==> src/inc/ccr_defs.vh <==
// register offsets, field positions, reset values and timing for the control channel remap block
`ifndef CCR_DEFS_VH
`define CCR_DEFS_VH
// ====================================================
// register indices (byte address is four times the index)
`define IDX_RETURN_LINK_CFG  8'h58
`define IDX_RSVD_59          8'h59
`define IDX_RSVD_5A          8'h5a
`define IDX_REMOTE_ID        8'h5b
`define IDX_REMOTE_ALIAS     8'h5c
`define IDX_TARGET_ADDR_0    8'h5d
`define IDX_TARGET_ADDR_1    8'h5e
`define IDX_TARGET_ADDR_2    8'h5f
`define IDX_TARGET_ALIAS_0   8'h65
`define IDX_TARGET_ALIAS_1   8'h66
`define IDX_TARGET_ALIAS_2   8'h67
// ====================================================
// field positions in return_link_config
`define BIT_PASS_ALL         7
`define BIT_PASS_MATCH       6
`define BIT_AUTOACK_ALL      5
`define BIT_BC_ENABLE        4
`define BIT_BC_CRC           3
// ====================================================
// reset values
`define RST_RETURN_LINK_CFG  8'h18
`define RST_REG8             8'h00
`define RATE_2P5             2'h0
`define RATE_1P5625          2'h1
// ====================================================
// timing: settling window after a rate change
`define SETTLE_TIME_NS       2000
`define CLK_PERIOD_NS        5
`define SETTLE_CYCLES        (`SETTLE_TIME_NS / `CLK_PERIOD_NS)
// counter load, one less than the window length
`define SETTLE_LOAD          10'h18f
`endif

==> src/core/alias_match.v <==
// one alias comparator with address remap
`timescale 1ns/100ps
module alias_match #(
  parameter AW = 7
) (
  input  wire [AW-1:0] alias_i,
  input  wire [AW-1:0] phys_i,
  input  wire [AW-1:0] addr_i,
  output wire          hit_o,
  output wire [AW-1:0] phys_o
);
  // zero alias disables the decoder entry
  assign hit_o  = (alias_i != {AW{1'b0}}) && (alias_i == addr_i);
  assign phys_o = phys_i;
endmodule // alias_match

==> src/core/ccr_top.v <==
// control channel config: rate select, remote id, alias decode and target remap
//
// What this block does
// - the two-bit return link rate code resets to 00 (2.5 Mbps), 01 selects 1.5625 Mbps, 10 and 11 are reserved.
// - after any change of the rate code the return link may show errors for a short settling window.
// - the remote bridge id sits in bits 7:1, resets to zero and normally loads from the forward link.
// - with the hold bit 0 set the id stops auto-loading and keeps the software-written value.
// - a local address equal to the remote bridge alias in bits 7:1 goes to the remote side.
// - a zero alias disables matching through that alias.
// - with alias bit 0 set, every local write to the remote bridge is acknowledged regardless of link state.
// - a local address matching target alias n, and neither the bridge alias nor a lower target alias, is replaced by physical address n before forwarding.
// - each target alias register holds in bits 7:1 the local address the decoder matches.
// - a transaction is forwarded only when pass-through on match (bit 6) is on and an alias matches.
`timescale 1ns/100ps
`include "ccr_defs.vh"
module ccr_top (
  input  wire        CLK_I,
  input  wire        RST_N_I,
  // apb slave
  input  wire        PSEL_I,
  input  wire        PENABLE_I,
  input  wire        PWRITE_I,
  input  wire [11:0] PADDR_I,
  input  wire [31:0] PWDATA_I,
  output reg  [31:0] PRDATA_O,
  output reg         PREADY_O,
  output reg         PSLVERR_O,
  // forward link id report (from pins)
  input  wire        FWD_ID_VALID_I,
  input  wire [6:0]  FWD_ID_I,
  input  wire        FWD_LOCK_I,
  // local transaction address request (same clock)
  input  wire        REQ_VALID_I,
  input  wire [6:0]  REQ_ADDR_I,
  input  wire        REQ_WRITE_I,
  input  wire        REMOTE_ACK_I,
  // decision
  output reg         FWD_VALID_O,
  output reg  [6:0]  FWD_ADDR_O,
  output reg         LOCAL_ACK_O,
  output reg  [1:0]  RATE_CODE_O,
  output reg         BC_ENABLE_O,
  output reg         BC_CRC_EN_O,
  output reg         RATE_SETTLING_O
);

  // ====================================================
  // pin synchronisers
  // id bits and their valid cross separately; the id is only taken once
  // the synchronised valid has stood for two edges, so every id bit has settled
  reg       idv1_q;
  reg       idv2_q;
  reg       idv3_q;
  reg [6:0] id1_q;
  reg [6:0] id2_q;
  reg       lock1_q;
  reg       lock2_q;
  always @(posedge CLK_I) begin
    if (!RST_N_I) begin
      idv1_q  <= 1'b0;
      idv2_q  <= 1'b0;
      idv3_q  <= 1'b0;
      id1_q   <= 7'h00;
      id2_q   <= 7'h00;
      lock1_q <= 1'b0;
      lock2_q <= 1'b0;
    end else begin
      idv1_q  <= FWD_ID_VALID_I;
      idv2_q  <= idv1_q;
      idv3_q  <= idv2_q;
      id1_q   <= FWD_ID_I;
      id2_q   <= id1_q;
      lock1_q <= FWD_LOCK_I;
      lock2_q <= lock1_q;
    end
  end

  // limitation: the far side must hold the id steady while its valid is high
  wire id_load = idv2_q && idv3_q;

  // ====================================================
  // registers
  reg [7:0] cfg_q;
  reg [1:0] rate_q;
  reg [7:0] rsvd59_q;
  reg [7:0] rsvd5a_q;
  reg [7:0] rid_q;
  reg [7:0] ralias_q;
  reg [6:0] tphys_q  [0:2];
  reg [7:0] talias_q [0:2];

  wire       acc      = PSEL_I && PENABLE_I && PREADY_O;
  wire       wr       = acc && PWRITE_I;
  wire       aligned  = (PADDR_I[1:0] == 2'h0);
  wire [7:0] idx      = PADDR_I[9:2];
  wire       hi_zero  = (PADDR_I[11:10] == 2'h0);
  wire       wr_ok    = wr && aligned && hi_zero;
  wire       we_cfg   = wr_ok && (idx == `IDX_RETURN_LINK_CFG);
  wire       we_rid   = wr_ok && (idx == `IDX_REMOTE_ID);
  // rate field sits in bits 1:0 of the config word; only a real change restarts the window
  wire       rate_wr  = we_cfg && (PWDATA_I[1:0] != rate_q);

  integer i;
  always @(posedge CLK_I) begin
    if (!RST_N_I) begin
      cfg_q    <= `RST_RETURN_LINK_CFG;
      rate_q   <= `RATE_2P5;
      rsvd59_q <= `RST_REG8;
      rsvd5a_q <= `RST_REG8;
      ralias_q <= `RST_REG8;
      for (i = 0; i < 3; i = i + 1) begin
        tphys_q[i]  <= 7'h00;
        talias_q[i] <= `RST_REG8;
      end
    end else begin
      if (wr_ok) begin
        case (idx)
          `IDX_RETURN_LINK_CFG: begin
            cfg_q  <= {PWDATA_I[7:2], 2'h0};
            rate_q <= PWDATA_I[1:0];
          end
          `IDX_RSVD_59:       rsvd59_q    <= PWDATA_I[7:0];
          `IDX_RSVD_5A:       rsvd5a_q    <= PWDATA_I[7:0];
          `IDX_REMOTE_ID:     ; // id register has its own process below
          `IDX_REMOTE_ALIAS:  ralias_q    <= PWDATA_I[7:0];
          `IDX_TARGET_ADDR_0: tphys_q[0]  <= PWDATA_I[7:1];
          `IDX_TARGET_ADDR_1: tphys_q[1]  <= PWDATA_I[7:1];
          `IDX_TARGET_ADDR_2: tphys_q[2]  <= PWDATA_I[7:1];
          `IDX_TARGET_ALIAS_0: talias_q[0] <= PWDATA_I[7:0];
          `IDX_TARGET_ALIAS_1: talias_q[1] <= PWDATA_I[7:0];
          `IDX_TARGET_ALIAS_2: talias_q[2] <= PWDATA_I[7:0];
          default: ;
        endcase
      end
    end
  end

  // ====================================================
  // remote bridge id: a software write beats a same-cycle auto-load
  reg [7:0] rid_d;
  always @* begin
    rid_d = rid_q;
    if (we_rid) begin
      rid_d = PWDATA_I[7:0];
    end else if (!rid_q[0] && id_load) begin
      rid_d = {id2_q, 1'b0};
    end
  end

  always @(posedge CLK_I) begin
    if (!RST_N_I) begin
      rid_q <= `RST_REG8;
    end else begin
      rid_q <= rid_d;
    end
  end

  // ====================================================
  // apb read path: one wait state, answer in second access cycle
  reg [7:0] rd_byte;
  reg       mapped;
  always @* begin
    mapped  = 1'b1;
    rd_byte = 8'h00;
    case (idx)
      `IDX_RETURN_LINK_CFG: rd_byte = {cfg_q[7:2], rate_q};
      `IDX_RSVD_59:         rd_byte = rsvd59_q;
      `IDX_RSVD_5A:         rd_byte = rsvd5a_q;
      `IDX_REMOTE_ID:       rd_byte = rid_q;
      `IDX_REMOTE_ALIAS:    rd_byte = ralias_q;
      `IDX_TARGET_ADDR_0:   rd_byte = {tphys_q[0], 1'b0};
      `IDX_TARGET_ADDR_1:   rd_byte = {tphys_q[1], 1'b0};
      `IDX_TARGET_ADDR_2:   rd_byte = {tphys_q[2], 1'b0};
      `IDX_TARGET_ALIAS_0:  rd_byte = talias_q[0];
      `IDX_TARGET_ALIAS_1:  rd_byte = talias_q[1];
      `IDX_TARGET_ALIAS_2:  rd_byte = talias_q[2];
      default:              mapped  = 1'b0;
    endcase
    if (!aligned || !hi_zero) begin
      mapped = 1'b0;
    end
  end

  // ready low in the first access cycle is the single wait state
  reg        pready_d;
  reg        pslverr_d;
  reg [31:0] prdata_d;
  always @* begin
    pready_d  = 1'b0;
    pslverr_d = 1'b0;
    prdata_d  = 32'h00000000;
    if (PSEL_I && PENABLE_I && !PREADY_O) begin
      pready_d  = 1'b1;
      pslverr_d = !mapped;
      if (mapped && !PWRITE_I) begin
        prdata_d = {24'h000000, rd_byte};
      end
    end
  end

  always @(posedge CLK_I) begin
    if (!RST_N_I) begin
      PREADY_O  <= 1'b0;
      PRDATA_O  <= 32'h00000000;
      PSLVERR_O <= 1'b0;
    end else begin
      PREADY_O  <= pready_d;
      PRDATA_O  <= prdata_d;
      PSLVERR_O <= pslverr_d;
    end
  end

  // ====================================================
  // rate change settling
  wire settling;
  settle_timer u_settle (
    .CLK_I   (CLK_I),
    .RST_N_I (RST_N_I),
    .start_i (rate_wr),
    .busy_o  (settling)
  );

  // ====================================================
  // alias decode
  wire [2:0] thit;
  wire [6:0] tphys_w [0:2];
  genvar g;
  generate
    for (g = 0; g < 3; g = g + 1) begin : g_tgt
      alias_match u_match (
        .alias_i (talias_q[g][7:1]),
        .phys_i  (tphys_q[g]),
        .addr_i  (REQ_ADDR_I),
        .hit_o   (thit[g]),
        .phys_o  (tphys_w[g])
      );
    end
  endgenerate

  wire       bhit;
  wire [6:0] bphys;
  alias_match u_bridge (
    .alias_i (ralias_q[7:1]),
    .phys_i  (rid_q[7:1]),
    .addr_i  (REQ_ADDR_I),
    .hit_o   (bhit),
    .phys_o  (bphys)
  );

  // bridge alias first, then lowest target index
  reg [6:0] sel_addr;
  always @* begin
    if (bhit) begin
      sel_addr = bphys;
    end else if (thit[0]) begin
      sel_addr = tphys_w[0];
    end else if (thit[1]) begin
      sel_addr = tphys_w[1];
    end else begin
      sel_addr = tphys_w[2];
    end
  end

  wire any_hit = bhit || (|thit);
  wire fwd_ok  = REQ_VALID_I && cfg_q[`BIT_PASS_MATCH] && any_hit;
  // auto-ack ignores lock and remote answer; host relies on it during rate change
  wire auto    = REQ_WRITE_I && ((bhit && ralias_q[0]) || cfg_q[`BIT_AUTOACK_ALL]);

  // ====================================================
  // decision: forward, remapped address and local acknowledge
  reg       fwd_valid_d;
  reg [6:0] fwd_addr_d;
  reg       local_ack_d;
  always @* begin
    fwd_valid_d = 1'b0;
    fwd_addr_d  = 7'h00;
    local_ack_d = 1'b0;
    if (fwd_ok) begin
      fwd_valid_d = 1'b1;
      fwd_addr_d  = sel_addr;
    end
    if (REQ_VALID_I && (auto || (fwd_ok && lock2_q && REMOTE_ACK_I))) begin
      local_ack_d = 1'b1;
    end
  end

  always @(posedge CLK_I) begin
    if (!RST_N_I) begin
      FWD_VALID_O     <= 1'b0;
      FWD_ADDR_O      <= 7'h00;
      LOCAL_ACK_O     <= 1'b0;
      RATE_CODE_O     <= `RATE_2P5;
      BC_ENABLE_O     <= 1'b1;
      BC_CRC_EN_O     <= 1'b1;
      RATE_SETTLING_O <= 1'b0;
    end else begin
      FWD_VALID_O     <= fwd_valid_d;
      FWD_ADDR_O      <= fwd_addr_d;
      LOCAL_ACK_O     <= local_ack_d;
      RATE_CODE_O     <= rate_q;
      BC_ENABLE_O     <= cfg_q[`BIT_BC_ENABLE];
      BC_CRC_EN_O     <= cfg_q[`BIT_BC_CRC];
      RATE_SETTLING_O <= settling;
    end
  end
endmodule // ccr_top

==> src/core/settle_timer.v <==
// counts a fixed settling window after a trigger pulse
`timescale 1ns/100ps
`include "ccr_defs.vh"
module settle_timer (
  input  wire CLK_I,
  input  wire RST_N_I,
  input  wire start_i,
  output reg  busy_o
);
  reg [9:0] cnt_q;
  always @(posedge CLK_I) begin
    if (!RST_N_I) begin
      cnt_q  <= 10'h000;
      busy_o <= 1'b0;
    end else if (start_i) begin
      cnt_q  <= `SETTLE_LOAD;
      busy_o <= 1'b1;
    end else if (cnt_q != 10'h000) begin
      cnt_q  <= cnt_q - 10'h001;
    end else begin
      busy_o <= 1'b0;
    end
  end
endmodule // settle_timer

==> config.mk <==
export PLATFORM = sky130hd
export DESIGN_NAME = ccr_top
export DESIGN_NICKNAME = d
export VERILOG_FILES = /design/src/core/alias_match.v /design/src/core/ccr_top.v /design/src/core/settle_timer.v
export VERILOG_INCLUDE_DIRS = /design/src /design/src/inc
export SDC_FILE = /design/constraint.sdc
export NUM_CORES = 1
export LEC_CHECK = 0
export BUFFER_PORTS_ARGS = -buffer_cell sky130_fd_sc_hd__buf_2
export CAP_MARGIN = 10
export CORE_MARGIN = 3
export CORE_UTILIZATION = 60
export CTS_CLUSTER_DIAMETER = 30
export CTS_CLUSTER_SIZE = 40
export DETAILED_ROUTE_END_ITERATION = 6
export HOLD_SLACK_MARGIN = 0.15
export PLACE_DENSITY = 0.82
export SETUP_SLACK_MARGIN = 0.15
export SYNTH_ARGS = -nofsm -noshare
export SYNTH_HDL_FRONTEND = slang
export SYNTH_HIERARCHICAL = 1
export SYNTH_SLANG_ARGS = --single-unit
==> constraint.sdc <==
create_clock -name CLK_I -period 3.3 [get_ports CLK_I]
set_input_delay 0.33 -clock CLK_I [delete_from_list [all_inputs] [get_ports CLK_I]]
set_output_delay 0.33 -clock CLK_I [all_outputs]
set_load 0.01 [all_outputs]
Yosys cells after proc, flatten, opt, wreduce, memory -nomap -nowiden. Memories as Yosys holds them, arrays and structs flattened. Index checks and enable logic that the tools add are counted.

Bits in registers: 118. Bits in writable memories: 45. Input bits: 68. Memories: 2.

Memories: talias_q (words 3, bits a word 8, read ports 3, clocked after Yosys merged registers in 0, write ports 3, line ccr_top.v:90) `reg [7:0] talias_q [0:2];`; tphys_q (words 3, bits a word 7, read ports 3, clocked after Yosys merged registers in 0, write ports 3, line ccr_top.v:89) `reg [6:0] tphys_q [0:2];`.

Add/subtract/negate cells: 1. Equal/unequal tests: 17. Muxes and demuxes: 46. Bitwise gates (word level): 7. Reduce and logical (&&, ||, !) cells: 52.

Operator list (number): equality test 8 x 7 -> 1 bit (second input constant) (11); case mux 8 bit (11 select lines) (1); two-way mux 7 bit (6); two-way mux 8 bit (5); two-way mux 1 bit (32); equality test 7 bit (4); nonzero test 7 bit (4); logical AND 1 bit (23); two-way mux 9 bit (2); AND reduction 2 bit (6); OR reduction 11 bit (1); nonzero test 10 bit (1); subtractor 10 x 1 -> 10 bit (second input constant) (1); zero test 1 bit (6); OR 1 bit (6); zero test 2 bit (2); logical OR 1 bit (4); nonzero test 2 bit (2); AND reduction 3 bit (1); OR reduction 3 bit (1); != test 2 bit (1); != test 2 bit (second input constant) (1); OR reduction 2 bit (1); inverter 1 bit (1).

Longest topological paths before layout. An unclocked memory read counts as a cell.

Word-level depth: 11. Gate-level depth with buffers: 9. Mapped depth without buffers: 7.

Modules after synthesis. Netlist, hierarchy kept.

Modules (own cells, without submodules): ccr_top (times used 1, cells each 483, area each 5519.0 um^2, sequential area each 3012.9 um^2); settle_timer (times used 1, cells each 72, area each 639.4 um^2, sequential area each 220.2 um^2); alias_match (times used 4, cells each 19, area each 148.9 um^2, sequential area each 0.0 um^2).

Worst setup path after synthesis. OpenSTA, ideal clock, no wires.

Kind: input to register. From: in PADDR_I[1]. To: mem talias_q[2][0], in the netlist talias_q[0][16], enable pin. Setup time: 384 ps. Arrival time: 1800 ps. Setup slack: 1116 ps. Stages: 4. Path buffers: 0. Cells stage by stage: or4_4 -> nor2_4 -> nand2_1 -> o21ai_0.

RTL lines: from (decl) (line ccr_top.v:23) `input wire [11:0] PADDR_I,`; to (decl) (line ccr_top.v:90).

==> key figures <==
Worst setup path
  • Worst-path maximum fanout: 15
  • Worst setup path startpoint: talias_q[0][2]
  • R2R Setup Slk: 990 ps
  • Critical path startpoint category: register
  • R2R Path End: LOCAL_ACK_O
  • CP required: 3590 ps
  • Launching point of the worst reg2reg path: talias_q[0][2]
  • CP Class: register to register
  • WP data arrival: roughly 2600 ps
  • Reg2reg path depth: 7
  • CP Capture Type: register

Floorplanning
  • Initial Util: 0.6176
  • Core area: 10940 µm²
  • Die W: 112.1 µm
  • Row count: 38
  • Total die area: 12570 µm²
  • Die Ht: 112.1 µm
  • Io pins: 116

Clock tree
  • Total CTS buffers: 17
  • CTS H-tree depth: 4
  • Clk_lat worst skew: 420 ps
  • Max clock buf depth: 2
  • CTS Root Cell: clkbuf_16
  • Clk slew on worst S/H paths: approximately 60 ps
  • CTS Sinks: 139
  • TritonCTS clock tree: built
  • Post-cts repair resize count: 0

Synth
  • Avg Synthesized Cell Area: ~11 µm²
  • Number of enable flip-flop cells after synthesis: 45
  • Predominant post-synthesis flop cell: dfxtp_1
  • Synth warnings: 6
  • Synthesized flop and latch total: 139
  • Share of the synthesized area in the top cell type: 0.2786
  • Leading area contributor after synthesis: dfxtp_1
  • Synth area leaders: dfxtp_1 (28%), edfxtp_1 (20%), buf_4 (6.1%)
  • Fraction of registers with async set/reset: 0
  • Post-synthesis cell type count: 62
  • Synthesized instance count: 631
  • Post-synthesis sequential area ratio: 0.4787
  • Mapped cell area: roughly 6800 µm²

Cells and area
  • Multi-input gate area: 3045 µm²
  • Layout cells sized above 1: 0.2248
  • Diode count: 0
  • Final Cell Area: 7680 µm²
  • Area grow syn2layout: 13.71%
  • Reg area: between 3000 and 4000 µm²
  • Fin nets: ~750
  • Fillers: 786

Timing
  • RSZ-0062 raised after global routing: false
  • Hold Violations, Final: 0
  • Rel. slew slack: 0.4570
  • Setup TNS Final: 0 ps
  • Max Slew Vio Count: 0
  • # setup viols final: 0
  • FMAX: 432.3 MHz
  • Fin Clk Skew: 9.991 ps
  • Slew at the pin with the worst max-slew slack: approximately 810 ps
  • Tmin final: roughly 2300 ps
  • Period utilization: 0.7010

Routing
  • First-pass DRT Iterations: 5
  • Detailed Route WL: 17360 µm
  • DRT iter0 DRCs: about 630
  • ANT nets after route: 0
  • Residual DRC: 0
  • Vias: 5126
  • Vias/cell: roughly 6.1
  • WL/cell: 20.82 µm

Global routing
  • GRT Overall Usage: 0.2817
  • Grt ovf: 0
  • Largest net degree at the start of global routing: 51
  • First-pass GRT wire length: 27340 µm
  • Antenna violations before repair: 0
  • Vias in the first global route: 5138

Worst hold path
  • Hold crit path type: input pin to register
  • Hold_sp: REMOTE_ACK_I
  • Hold EP: LOCAL_ACK_O
  • Hold Path Stages: 3

Pwr
  • Pwr dens: 599.8 nW/µm²
  • IR drop worst, VDD: 0.5399 mV
  • P_leak: 3.006 nW

Status
  • Outcome: complete, no violations

Placed design
  • Routability cong.: 1.006
  • Post-DP HPWL: 12010 µm
  • DP Area: 6935 µm²
  • Port Buffers: 67

Run
  • Max Cap Violations: 0
## cell type report
type                    instances  area share
well taps                     140     0.02281
repair buffers                 92     0.07103
clock buffers                  21     0.06419
multi-input cells             424      0.3965
inverters                       7    0.003421
clock inverters                11     0.02102
flip-flops and latches        139      0.4210
## routing by layer
layer,part of all wire,wire length (µm),GRT usage,vias up
met5,0,0,0,-
met4,0.033,569,0.1034,0
met3,0.095,1657,0.06307,53
met2,0.50,8727,0.4803,308
met1,0.37,6406,0.3525,2436
li1,-,-,-,2329
## Yosys cell counts (2+ instances only)
cell,instances
ha_1,2
xnor2_1,18
o21ai_0,34
a32oi_1,4
nand4bb_1,2
or3_1,3
nand3_1,26
a22oi_1,8
nand2_1,47
or4_4,2
nand3b_1,4
dfxtp_1,94
mux2i_1,39
nand3_2,2
xor2_1,8
nor4_1,7
edfxtp_1,45
inv_1,7
and2_1,39
nand2b_1,9
nor3_2,7
and4_1,3
nor2b_1,4
mux4_2,14
o211ai_1,2
nand4_1,6
a2111oi_2,6
nor2_1,21
a31oi_1,2
a211oi_1,8
o31a_1,2
a22o_1,4
a21oi_1,26
a311o_1,2
and3_1,3
buf_2,8
clkbuf_1,18
o21a_1,2
nor3_1,7
mux2_2,7
buf_4,55
a211o_1,4
## worst max-delay path by stage
stage | depth (start not counted) | end
2_1_floorplan | 4 | talias_q[0][16]
3_3_place_gp | 5 | rsvd5a_q[2]
3_5_place_dp | 8 | u_settle/cnt_q[0]
4_1_cts | 7 | LOCAL_ACK_O
5_1_grt | 7 | LOCAL_ACK_O
6_report | 7 | LOCAL_ACK_O
## cell usage in the layout (no fill, tap or decap), drive strengths merged, types with 22 or more instances in the layout
master,count
dfxtp,94
buf,83
nand2,47
edfxtp,45
and2,39
mux2i,39
o21ai,35
nand3,28
a21oi,26
conb,24
nor2,22
## registers in the layout, indices dropped and copies added, names as in the netlist, 2 cells and up
signal / flops
rid_q: 8
talias_q: 24
PRDATA_O: 8
rate_q: 2
id1_q: 7
cfg_q: 6
ralias_q: 8
rsvd59_q: 8
tphys_q: 21
FWD_ADDR_O: 7
id2_q: 7
rsvd5a_q: 8
u_settle/cnt_q: 10
RATE_CODE_O: 2
## cell families after synthesis
group | count (synthesis) | synth area share
other cells | 1 | 0.0005552
compound gates | 112 | 0.1136
simple gates | 200 | 0.1697
mux | 60 | 0.1162
flops | 139 | 0.4787
buf+inv | 91 | 0.08392
fa+ha+maj | 2 | 0.003704
xor+xnor | 26 | 0.03372
## metrics by stage
stage	util	worst slack [ps]	total power, mW	std cells	hold slack [ps]
after global routing	0.7023	818.5	4.770	834	189.7
after global placement	0.6342	1017	2.489	793	415.4
after detailed placement	0.6342	962.1	2.536	793	416.9
final	0.7023	986.5	4.606	834	179.9
after floorplan	-	1116	2.405	654	411.9
after CTS	0.7023	987.5	4.600	834	168.5
## report_power, final
group / switching (mW) / total [mW] / internal, mW
Sequential: 0.0796 / 1.92 / 1.84
Combinational: 0.358 / 0.615 / 0.257
Clock: 0.704 / 2.07 / 1.37
Total: 1.14 / 4.61 / 3.46
## critical path: stages, from the launching register on
cell,delay (ps)
edfxtp_1,460
nor4_1,320
a211o_1,190
a2111oi_2,70
buf_4,190
or4_1,570
nand4_1,270
o22ai_1,100
## timing repair
action	in CTS	in global routing
hold buffers	9	0
buffers inserted	0	0
hold endpoints to repair	9	0
Note: power is estimated with default switching activity, not from simulation.
